File: src/cm_consts.svh
`ifndef CM_CONSTS_SVH
`define CM_CONSTS_SVH

// Transfers per I/Q pair and bits per transfer
`define CM_XF_NIB   4'h8
`define CM_XF_BYTE  4'h4
`define CM_XF_WORD  4'h2
`define CM_BITS_NIB  5'h04
`define CM_BITS_BYTE 5'h08
`define CM_BITS_WORD 5'h10

// sqrt(2)/2 in Q15
`define CM_R_Q15     17'sh05a82
`define CM_R_SHIFT   15

// Register byte offsets
`define CM_REG_CTRL   6'h00
`define CM_REG_MODES  6'h04
`define CM_REG_TUNE   6'h08
`define CM_REG_DATA   6'h0c
`define CM_REG_STATUS 6'h10
`define CM_REG_RATE   6'h14

// Control and mode register fields
`define CM_CTRL_WIDTH  1:0
`define CM_CTRL_HB1EN  2
`define CM_CTRL_HB2EN  3
`define CM_CTRL_HB3EN  4
`define CM_CTRL_PREMOD 5
`define CM_CTRL_SHIFT  8:6
`define CM_CTRL_UPD    9
`define CM_CTRL_HB1MD  11:10
`define CM_MODES_HB2   5:0
`define CM_MODES_HB3   13:8

// Reset values
`define CM_CTRL_RST  32'h0000_0002
`define CM_RATE_RST  32'h0000_0000

`endif

File: src/cm_pkg.sv
package cm_pkg;

  typedef enum logic [1:0] {CM_W_NIB, CM_W_BYTE, CM_W_WORD} cm_width_t;
  typedef enum logic [2:0] {CM_SH_NONE, CM_SH_HALF, CM_SH_QTR, CM_SH_3QTR,
                            CM_SH_EIGHTH} cm_shift_t;
  typedef enum logic {CM_ST_IDLE, CM_ST_SEND} cm_ser_t;

  // Max data rate (0.25 MSPS units) and real bandwidth (0.5 MHz units)
  function automatic logic [31:0] cm_limits(input cm_width_t w,
                                            input logic [2:0] stg);
    logic [15:0] fmax;
    logic [15:0] bw;
    fmax = 16'h0267;
    bw   = 16'h0000;
    unique case (stg)
      3'b000: bw = 16'h0096;
      3'b001: bw = 16'h0078;
      3'b010: bw = 16'h004b;
      3'b011: bw = 16'h0078;
      3'b110: bw = 16'h004b;
      3'b111: bw = 16'h0078;
      default: bw = 16'h0000;
    endcase
    if (w == CM_W_BYTE) begin
      fmax = (stg == 3'b111) ? 16'h0267 : 16'h04ce;
      bw   = (stg == 3'b111) ? bw : {bw[14:0], 1'b0};
    end else if (w == CM_W_WORD) begin
      unique case (stg)
        3'b000: begin fmax = 16'h099c; bw = 16'h0258; end
        3'b001: begin fmax = 16'h07d0; bw = 16'h0190; end
        3'b010: begin fmax = 16'h099c; bw = 16'h012c; end
        3'b011: begin fmax = 16'h04ce; bw = 16'h00f0; end
        3'b110: begin fmax = 16'h04ce; bw = 16'h0096; end
        3'b111: begin fmax = 16'h0267; bw = 16'h0078; end
        default: begin fmax = 16'h0000; bw = 16'h0000; end
      endcase
    end
    return {fmax, bw};
  endfunction : cm_limits

endpackage : cm_pkg

File: src/cm_link_if.sv
`timescale 1ns/1ps
interface cm_link_if;
  import cm_pkg::*;
  logic [15:0] data;
  logic        valid;
  logic        ready;
  logic        first;
  cm_width_t   width;
  logic        hb1_en;
  logic        hb2_en;
  logic        hb3_en;
  logic [1:0]  hb1_mode;
  logic [5:0]  hb2_mode;
  logic [5:0]  hb3_mode;
  logic        premod;
  cm_shift_t   shift;
  logic [31:0] carrier_tuning_word;
  logic        ftw_upd;

  modport dev (input data, valid, first, width, hb1_en, hb2_en, hb3_en,
               hb1_mode, hb2_mode, hb3_mode, premod, shift, carrier_tuning_word, ftw_upd,
               output ready);
  modport src (output data, valid, first, width, hb1_en, hb2_en, hb3_en,
               hb1_mode, hb2_mode, hb3_mode, premod, shift, carrier_tuning_word, ftw_upd,
               input ready);
endinterface : cm_link_if

File: src/cm_fifo.sv
`timescale 1ns/1ps
module cm_fifo #(
  parameter int WIDTH = 32,
  parameter int DEPTH = 8
) (
  // Clock and reset
  input  wire logic             mclk,
  input  wire logic             rst,
  // Fill side
  input  wire logic [WIDTH-1:0] in_data,
  input  wire logic             in_valid,
  output logic                  in_ready,
  // Drain side
  output logic [WIDTH-1:0]      out_data,
  output logic                  out_valid,
  input  wire logic             out_ready
);
  localparam int AW = $clog2(DEPTH);

  logic [WIDTH-1:0] mem [DEPTH];
  logic [AW:0]      wp_q;
  logic [AW:0]      rp_q;
  logic             full;
  logic             empty;

  // Extra pointer bit tells full from empty
  assign empty     = (wp_q == rp_q);
  assign full      = (wp_q[AW] != rp_q[AW]) && (wp_q[AW-1:0] == rp_q[AW-1:0]);
  assign in_ready  = !full;
  assign out_valid = !empty;
  assign out_data  = mem[rp_q[AW-1:0]];

  always_ff @(posedge mclk) begin
    if (in_valid && !full) begin
      mem[wp_q[AW-1:0]] <= in_data;
    end
  end

  always_ff @(posedge mclk or posedge rst) begin
    if (rst) begin
      wp_q <= '0;
      rp_q <= '0;
    end else begin
      if (in_valid && !full) begin
        wp_q <= wp_q + 1'b1;
      end
      if (out_ready && !empty) begin
        rp_q <= rp_q + 1'b1;
      end
    end
  end
endmodule : cm_fifo

File: src/cm_src.sv
`timescale 1ns/1ps
`include "cm_consts.svh"
module cm_src
  import cm_pkg::*;
#(
  parameter int DEPTH = 8
) (
  // Clock and reset
  input  wire logic        mclk,
  input  wire logic        rst,
  // Wishbone slave
  input  wire logic        wb_cyc_i,
  input  wire logic        wb_stb_i,
  input  wire logic        wb_we_i,
  input  wire logic [5:0]  wb_adr_i,
  input  wire logic [3:0]  wb_sel_i,
  input  wire logic [31:0] wb_dat_i,
  output logic [31:0]      wb_dat_o,
  output logic             wb_ack_o,
  // Sample link
  cm_link_if.src           link
);

  function automatic logic [31:0] lanes(input logic [31:0] old,
                                        input logic [31:0] nw,
                                        input logic [3:0] sel);
    logic [31:0] r;
    r = old;
    for (int b = 0; b < 4; b++) begin
      if (sel[b]) begin
        r[8*b +: 8] = nw[8*b +: 8];
      end
    end
    return r;
  endfunction : lanes

  logic [31:0] ctrl_q;
  logic [31:0] modes_q;
  logic [31:0] ftw_q;
  logic [31:0] rate_q;
  logic        req;
  logic        is_data;
  logic        ack_d;
  logic        f_in_ready;
  logic [31:0] f_out;
  logic        f_out_valid;
  logic        f_out_ready;
  logic [31:0] lim;
  logic [2:0]  stg;
  logic        cfg_bad;
  logic        rate_bad;
  logic [31:0] status;
  cm_ser_t     st_q;
  logic [31:0] sh_q;
  logic [3:0]  left_q;
  logic        first_q;

  // Data writes wait for room, so software is stalled on a full FIFO
  // Writes land at the edge the master samples ack; room cannot vanish meanwhile
  assign req     = wb_cyc_i && wb_stb_i;
  assign is_data = wb_we_i && (wb_adr_i == `CM_REG_DATA);
  assign ack_d   = req && !wb_ack_o && !(is_data && !f_in_ready);

  assign stg      = {ctrl_q[`CM_CTRL_HB3EN], ctrl_q[`CM_CTRL_HB2EN],
                     ctrl_q[`CM_CTRL_HB1EN]};
  assign lim      = cm_limits(cm_width_t'(ctrl_q[`CM_CTRL_WIDTH]), stg);
  assign cfg_bad  = (lim[15:0] == 16'h0000);
  assign rate_bad = (rate_q[15:0] > lim[31:16]);
  assign status   = {lim[14:0], 1'b0,
                     10'h000,
                     ctrl_q[`CM_CTRL_HB1MD] != 2'h0 && ctrl_q[`CM_CTRL_HB1MD] != 2'h2
                       && !ctrl_q[`CM_CTRL_PREMOD],
                     link.shift != CM_SH_HALF && link.shift != CM_SH_NONE,
                     rate_bad, cfg_bad, !f_in_ready, !f_out_valid};

  always_ff @(posedge mclk or posedge rst) begin
    if (rst) begin
      wb_ack_o <= 1'b0;
      wb_dat_o <= '0;
    end else begin
      wb_ack_o <= ack_d;
      if (ack_d && !wb_we_i) begin
        unique case (wb_adr_i)
          `CM_REG_CTRL:   wb_dat_o <= ctrl_q;
          `CM_REG_MODES:  wb_dat_o <= modes_q;
          `CM_REG_TUNE:   wb_dat_o <= ftw_q;
          `CM_REG_STATUS: wb_dat_o <= status;
          `CM_REG_RATE:   wb_dat_o <= rate_q;
          default:        wb_dat_o <= '0;
        endcase
      end
    end
  end

  always_ff @(posedge mclk or posedge rst) begin
    if (rst) begin
      ctrl_q  <= `CM_CTRL_RST;
      modes_q <= '0;
      ftw_q   <= '0;
      rate_q  <= `CM_RATE_RST;
    end else if (wb_ack_o && req && wb_we_i) begin
      unique case (wb_adr_i)
        `CM_REG_CTRL:  ctrl_q  <= lanes(ctrl_q, wb_dat_i, wb_sel_i);
        `CM_REG_MODES: modes_q <= lanes(modes_q, wb_dat_i, wb_sel_i);
        `CM_REG_TUNE:  ftw_q   <= lanes(ftw_q, wb_dat_i, wb_sel_i);
        `CM_REG_RATE:  rate_q  <= lanes(rate_q, wb_dat_i, wb_sel_i);
        default:       ;
      endcase
    end
  end

  cm_fifo #(.WIDTH(32), .DEPTH(DEPTH)) u_fifo (
    .mclk      (mclk),
    .rst       (rst),
    .in_data   (wb_dat_i),
    .in_valid  (wb_ack_o && req && is_data),
    .in_ready  (f_in_ready),
    .out_data  (f_out),
    .out_valid (f_out_valid),
    .out_ready (f_out_ready)
  );

  // Serialiser: I then Q, most significant part first
  assign f_out_ready = (st_q == CM_ST_IDLE);
  assign link.valid  = (st_q == CM_ST_SEND);
  assign link.first  = first_q;
  always_comb begin
    unique case (link.width)
      CM_W_NIB:  link.data = {12'h000, sh_q[31:28]};
      CM_W_BYTE: link.data = {8'h00, sh_q[31:24]};
      default:   link.data = sh_q[31:16];
    endcase
  end

  always_ff @(posedge mclk or posedge rst) begin
    if (rst) begin
      st_q    <= CM_ST_IDLE;
      sh_q    <= '0;
      left_q  <= '0;
      first_q <= 1'b0;
    end else begin
      unique case (st_q)
        CM_ST_IDLE: begin
          if (f_out_valid) begin
            st_q    <= CM_ST_SEND;
            sh_q    <= f_out;
            first_q <= 1'b1;
            unique case (link.width)
              CM_W_NIB:  left_q <= `CM_XF_NIB;
              CM_W_BYTE: left_q <= `CM_XF_BYTE;
              default:   left_q <= `CM_XF_WORD;
            endcase
          end
        end
        CM_ST_SEND: begin
          if (link.ready) begin
            first_q <= 1'b0;
            left_q  <= left_q - 4'h1;
            unique case (link.width)
              CM_W_NIB:  sh_q <= sh_q << `CM_BITS_NIB;
              CM_W_BYTE: sh_q <= sh_q << `CM_BITS_BYTE;
              default:   sh_q <= sh_q << `CM_BITS_WORD;
            endcase
            if (left_q == 4'h1) begin
              st_q <= CM_ST_IDLE;
            end
          end
        end
      endcase
    end
  end

  // Configuration straight from registers
  assign link.width    = cm_width_t'(ctrl_q[`CM_CTRL_WIDTH]);
  assign link.hb1_en   = ctrl_q[`CM_CTRL_HB1EN];
  assign link.hb2_en   = ctrl_q[`CM_CTRL_HB2EN];
  assign link.hb3_en   = ctrl_q[`CM_CTRL_HB3EN];
  assign link.hb1_mode = ctrl_q[`CM_CTRL_HB1MD];
  assign link.hb2_mode = modes_q[`CM_MODES_HB2];
  assign link.hb3_mode = modes_q[`CM_MODES_HB3];
  assign link.premod   = ctrl_q[`CM_CTRL_PREMOD];
  assign link.shift    = cm_shift_t'(ctrl_q[`CM_CTRL_SHIFT]);
  assign link.carrier_tuning_word      = ftw_q;
  assign link.ftw_upd  = ctrl_q[`CM_CTRL_UPD];
endmodule : cm_src

File: src/flat_wrapper.sv
// flat-port wrapper written by rule: the top's interface ports become plain ports
module cm_src_flat import cm_pkg::*;
#(
  parameter int DEPTH = 8
)
  (mclk, rst, wb_cyc_i, wb_stb_i, wb_we_i, wb_adr_i, wb_sel_i, wb_dat_i, wb_dat_o, wb_ack_o, link_data, link_valid, link_first, link_width, link_hb1_en, link_hb2_en, link_hb3_en, link_hb1_mode, link_hb2_mode, link_hb3_mode, link_premod, link_shift, link_carrier_tuning_word, link_ftw_upd, link_ready);
  cm_link_if link_i ();
  input  wire logic mclk;
  input  wire logic rst;
  input  wire logic wb_cyc_i;
  input  wire logic wb_stb_i;
  input  wire logic wb_we_i;
  input  wire logic [5:0] wb_adr_i;
  input  wire logic [3:0] wb_sel_i;
  input  wire logic [31:0] wb_dat_i;
  output logic [31:0] wb_dat_o;
  output logic wb_ack_o;
  output wire logic [$bits(link_i.data)-1:0] link_data;
  output wire logic [$bits(link_i.valid)-1:0] link_valid;
  output wire logic [$bits(link_i.first)-1:0] link_first;
  output wire logic [$bits(link_i.width)-1:0] link_width;
  output wire logic [$bits(link_i.hb1_en)-1:0] link_hb1_en;
  output wire logic [$bits(link_i.hb2_en)-1:0] link_hb2_en;
  output wire logic [$bits(link_i.hb3_en)-1:0] link_hb3_en;
  output wire logic [$bits(link_i.hb1_mode)-1:0] link_hb1_mode;
  output wire logic [$bits(link_i.hb2_mode)-1:0] link_hb2_mode;
  output wire logic [$bits(link_i.hb3_mode)-1:0] link_hb3_mode;
  output wire logic [$bits(link_i.premod)-1:0] link_premod;
  output wire logic [$bits(link_i.shift)-1:0] link_shift;
  output wire logic [$bits(link_i.carrier_tuning_word)-1:0] link_carrier_tuning_word;
  output wire logic [$bits(link_i.ftw_upd)-1:0] link_ftw_upd;
  input wire logic [$bits(link_i.ready)-1:0] link_ready;
  assign link_data = link_i.data;
  assign link_valid = link_i.valid;
  assign link_first = link_i.first;
  assign link_width = link_i.width;
  assign link_hb1_en = link_i.hb1_en;
  assign link_hb2_en = link_i.hb2_en;
  assign link_hb3_en = link_i.hb3_en;
  assign link_hb1_mode = link_i.hb1_mode;
  assign link_hb2_mode = link_i.hb2_mode;
  assign link_hb3_mode = link_i.hb3_mode;
  assign link_premod = link_i.premod;
  assign link_shift = link_i.shift;
  assign link_carrier_tuning_word = link_i.carrier_tuning_word;
  assign link_ftw_upd = link_i.ftw_upd;
  assign link_i.ready = link_ready;
  cm_src #(.DEPTH(DEPTH)) u_core (.mclk(mclk), .rst(rst), .wb_cyc_i(wb_cyc_i), .wb_stb_i(wb_stb_i), .wb_we_i(wb_we_i), .wb_adr_i(wb_adr_i), .wb_sel_i(wb_sel_i), .wb_dat_i(wb_dat_i), .wb_dat_o(wb_dat_o), .wb_ack_o(wb_ack_o), .link(link_i));
endmodule
File: config.mk
export PLATFORM = sky130hd
export DESIGN_NAME = cm_src_flat
export DESIGN_NICKNAME = d
export VERILOG_FILES = /design/src/cm_pkg.sv /design/src/cm_link_if.sv /design/src/cm_fifo.sv /design/src/cm_src.sv /design/src/flat_wrapper.sv
export VERILOG_INCLUDE_DIRS = /design/src
export SDC_FILE = /design/constraint.sdc
export NUM_CORES = 1
export LEC_CHECK = 0
export ABC_AREA = 1
export BUFFER_PORTS_ARGS = -buffer_cell sky130_fd_sc_hd__buf_2
export CAP_MARGIN = 10
export CORE_ASPECT_RATIO = 0.8
export CORE_MARGIN = 3
export CORE_UTILIZATION = 25
export CTS_BUF_LIST = sky130_fd_sc_hd__clkbuf_8 sky130_fd_sc_hd__clkbuf_16
export DETAILED_ROUTE_END_ITERATION = 6
export GPL_TIMING_DRIVEN = 0
export PLACE_DENSITY = 0.38
export SYNTH_ARGS = -nofsm -noshare
export SYNTH_HDL_FRONTEND = slang
export SYNTH_HIERARCHICAL = 1
export SYNTH_SLANG_ARGS = --single-unit
File: constraint.sdc
create_clock -name mclk -period 16.28 [get_ports mclk]
set_input_delay 3.256 -clock mclk [delete_from_list [all_inputs] [get_ports mclk]]
set_output_delay 3.256 -clock mclk [all_outputs]
set_load 0.01 [all_outputs]
==> metrics.md <==
| Metric | Value |
|---|---|
| Status | finished, final reports clean |
| Drt first pass iters | 5 |
| Worst-Margin Slew | 0.9353 ns |
| Final Cycle Share | 37.72% |
| Final hold vios | 0 |
| Max cap viols | 0 |
| Slew Limit Fails | 0 |
| Fin nets | 2306 |
| Area leader, netlist | edfxtp_1 |
| Clock-pin slew of the registers on the worst-case setup and hold paths | 0.06 ns |
| Root Driver | clkbuf_16 |
| Post-DP Area | 0.02272 sq mm |
| Post-cts resize count | 0 |
| Layout fillers | 8419 |
| Vias/cell | 4.683 |
| Max VDD drop | 0.07487 mV |
| Commonest non-fill, non-tap cell in the layout | nand2_1 |
| Die Y | 261.1 um |
| Most frequent cells in the layout | 507 x nand2_1, 256 x edfxtp_1, 222 x o21ai_0 |
| Mean Syn Cell Area | 10.04 sq um |
| Yosys reg bits | 463 |
| First-pass GRT wire length | 110.2 mm |
| RD Place Congestion | 0.8826 |
| ANT nets after route | 0 |
| Die ar. | 0.08484 sq mm |
| Grt ovf | 0 |
| CTS buffer count | 52 |
| Multi-input logic area | 0.006305 sq mm |
| CP Launch Type | register |
| Worst EP required | 13.02 ns |
| Starting Density | 25.53% |
| Clock Path Buffers | 3 |
| Cells after synthesis | 2025 |
| Count of cell types in the netlist | 45 |
| IO Count | 155 |
| CTS HTree Levels | 2 |
| Post-Place Worst Slack | 10.58 ns |
| Layout area overhead | 19.91% |
| Initial antenna violation count | 5 |
| Drt drc | 0 |
| Dpl hpwl | 55.98 mm |
| Mapped cell area | 0.02034 sq mm |
| Setup WS post-layout | 10.14 ns |
| Hold Path Class | register to register |
| LEAKAGE | 10.23 nW |
| Via count | 15770 |
| Hold slack | 0.4801 ns |
| Top-area cell type share of the netlist area | 37.80% |
| Area of the core | 0.07966 sq mm |
| Number of synthesized flops with an enable pin | 256 |
| Setup TNS | 0 ns |
| Port Buf Inserts | 154 |
| Kind of critical path | register to primary output |
| WL final | 76.00 mm |
| Number of cells after detailed placement | 3269 |
| Final min period | 6.141 ns |
| FFs w/ async S/R, synth | 44.71% |
| Die Wd | 324.9 um |
| Top area cells in the synthesized netlist | edfxtp_1 38%, dfrtp_1 25%, nand2_1 9.4% |
| Critical Path Fanout Max | 10 |
| FF+latch area | 0.01287 sq mm |
| Final setup fails | 0 |
| Worst Path Arrival | 2.89 ns |
| Fmax | 162.8 MHz |
| Final cell count without fillers | 3367 |
| Starting DRC count in detailed routing | 1334 |
| Routed wire length per instance | 22.57 um |
| CTS Hold Bufs | 0 |
| Worst Setup End Kind | primary output |
| Max transition margin | 37.50% |
| Setup bufs post-CTS | 0 |
| Vias in the first global route | 15580 |
| Site Rows | 92 |
| Layout cells sized above 1 | 17.11% |
| RSZ-0062 raised after global routing | false |
| Ys flop type | edfxtp_1 |
| Final Cell Area | 0.02439 sq mm |
| GRT Total Usage | 17.63% |
| Synth warn | 6 |
| Latest clock arrival within the worst-skew pair | 0.60 ns |
| Largest net degree at the start of global routing | 109 |
| Total power | 3.413 mW |
| Finished Core Util | 30.62% |
| Pwr/cell area | 140.0 mW/mm^2 |
| CTS tree | done |
| Synthesized net count | 2089 |
| Clock skew | 0.03144 ns |
| Clock sinks | 463 |
| Seq/Total Area, Yosys | 63.27% |
layer usage:
| layer | wire length [um] | part of all wire (%) | global-route usage, % |
|---|---|---|---|
| met1 | 37160 | 49 | 26.05 |
| met2 | 33120 | 44 | 27.01 |
| met3 | 4240 | 5.6 | 3.020 |
| met4 | 1481 | 1.9 | 3.893 |
| met5 | 0 | 0 | 0 |
sequential cells by signal, indices dropped and copies added, names as in the netlist, 32 cells and up:
register / cells
u_core/ctrl_q: 32
u_core/link.carrier_tuning_word: 32
u_core/modes_q: 32
u_core/rate_q: 32
u_core/sh_q: 32
u_core/u_fifo/mem: 256
u_core/wb_dat_o: 32
kinds of logic after synthesis:
family | count (synthesis) | share of synthesized area (%)
AO/OA/AOI/OAI | 517 | 14.28
XOR/XNOR | 5 | 0.2153
adder cells (fa/ha/maj) | 16 | 0.9842
buffers and inverters | 252 | 5.992
flip-flops | 463 | 63.27
AND/OR/NAND/NOR | 772 | 15.26
worst max-delay path, stage by stage (launching register included):
cell and delay [ns]:
dfstp_2 0.56, buf_2 0.25, nor2_1 0.10, inv_1 0.14, clkbuf_1 0.48, o221ai_1 0.48
buf_2 0.28
final cells by class:
class                      count  area share, %
clock buffer                  61          5.890
antenna                        1        0.01026
buffer                       127          3.063
sequential                   463          52.77
clock inverter                36         0.9491
multi-input combinational   1310          25.85
inverter                     125          1.965
timing repair buffer         163          3.961
tap                         1081          5.546
where the power goes:
group / leakage [nW] / internal, mW / switching, mW
Combinational: 4.27 / 0.267 / 0.653
Sequential: 5.11 / 1.29 / 0.0481
Clock: 0.851 / 0.658 / 0.496
cell usage after synthesis, types with 9 or more instances:
cell      count
inv_2        10
inv_1       114
nand3_1      50
a22oi_1      10
dfrtp_1     206
ha_1         16
nand4_1       9
buf_6        14
buf_4        26
o21ai_1      77
o21ai_2      20
o22ai_1      84
a21oi_1      64
edfxtp_1    256
o21ai_0     222
buf_2        44
clkbuf_1     37
nor2_1      177
nand2_1     507
path summary, 6_finish.rpt:
check	from	endpoint	slack, ns	cells after the start
max in group asynchronous	rst	u_core/link.carrier_tuning_word[9]	12.40	3
min in group asynchronous	rst	u_core/u_fifo/rp_q[1]	2.70	2
worst max-delay path	u_core/ctrl_q[1]	link_data[3]	10.14	6
worst min register to register	u_core/wb_dat_o[13]	u_core/wb_dat_o[13]	0.48	2
worst max register to register	u_core/u_fifo/rp_q[0]	u_core/wb_dat_o[22]	13.41	12
worst min-delay path	u_core/wb_dat_o[13]	u_core/wb_dat_o[13]	0.48	2
Power figures use the tool's default switching activity.
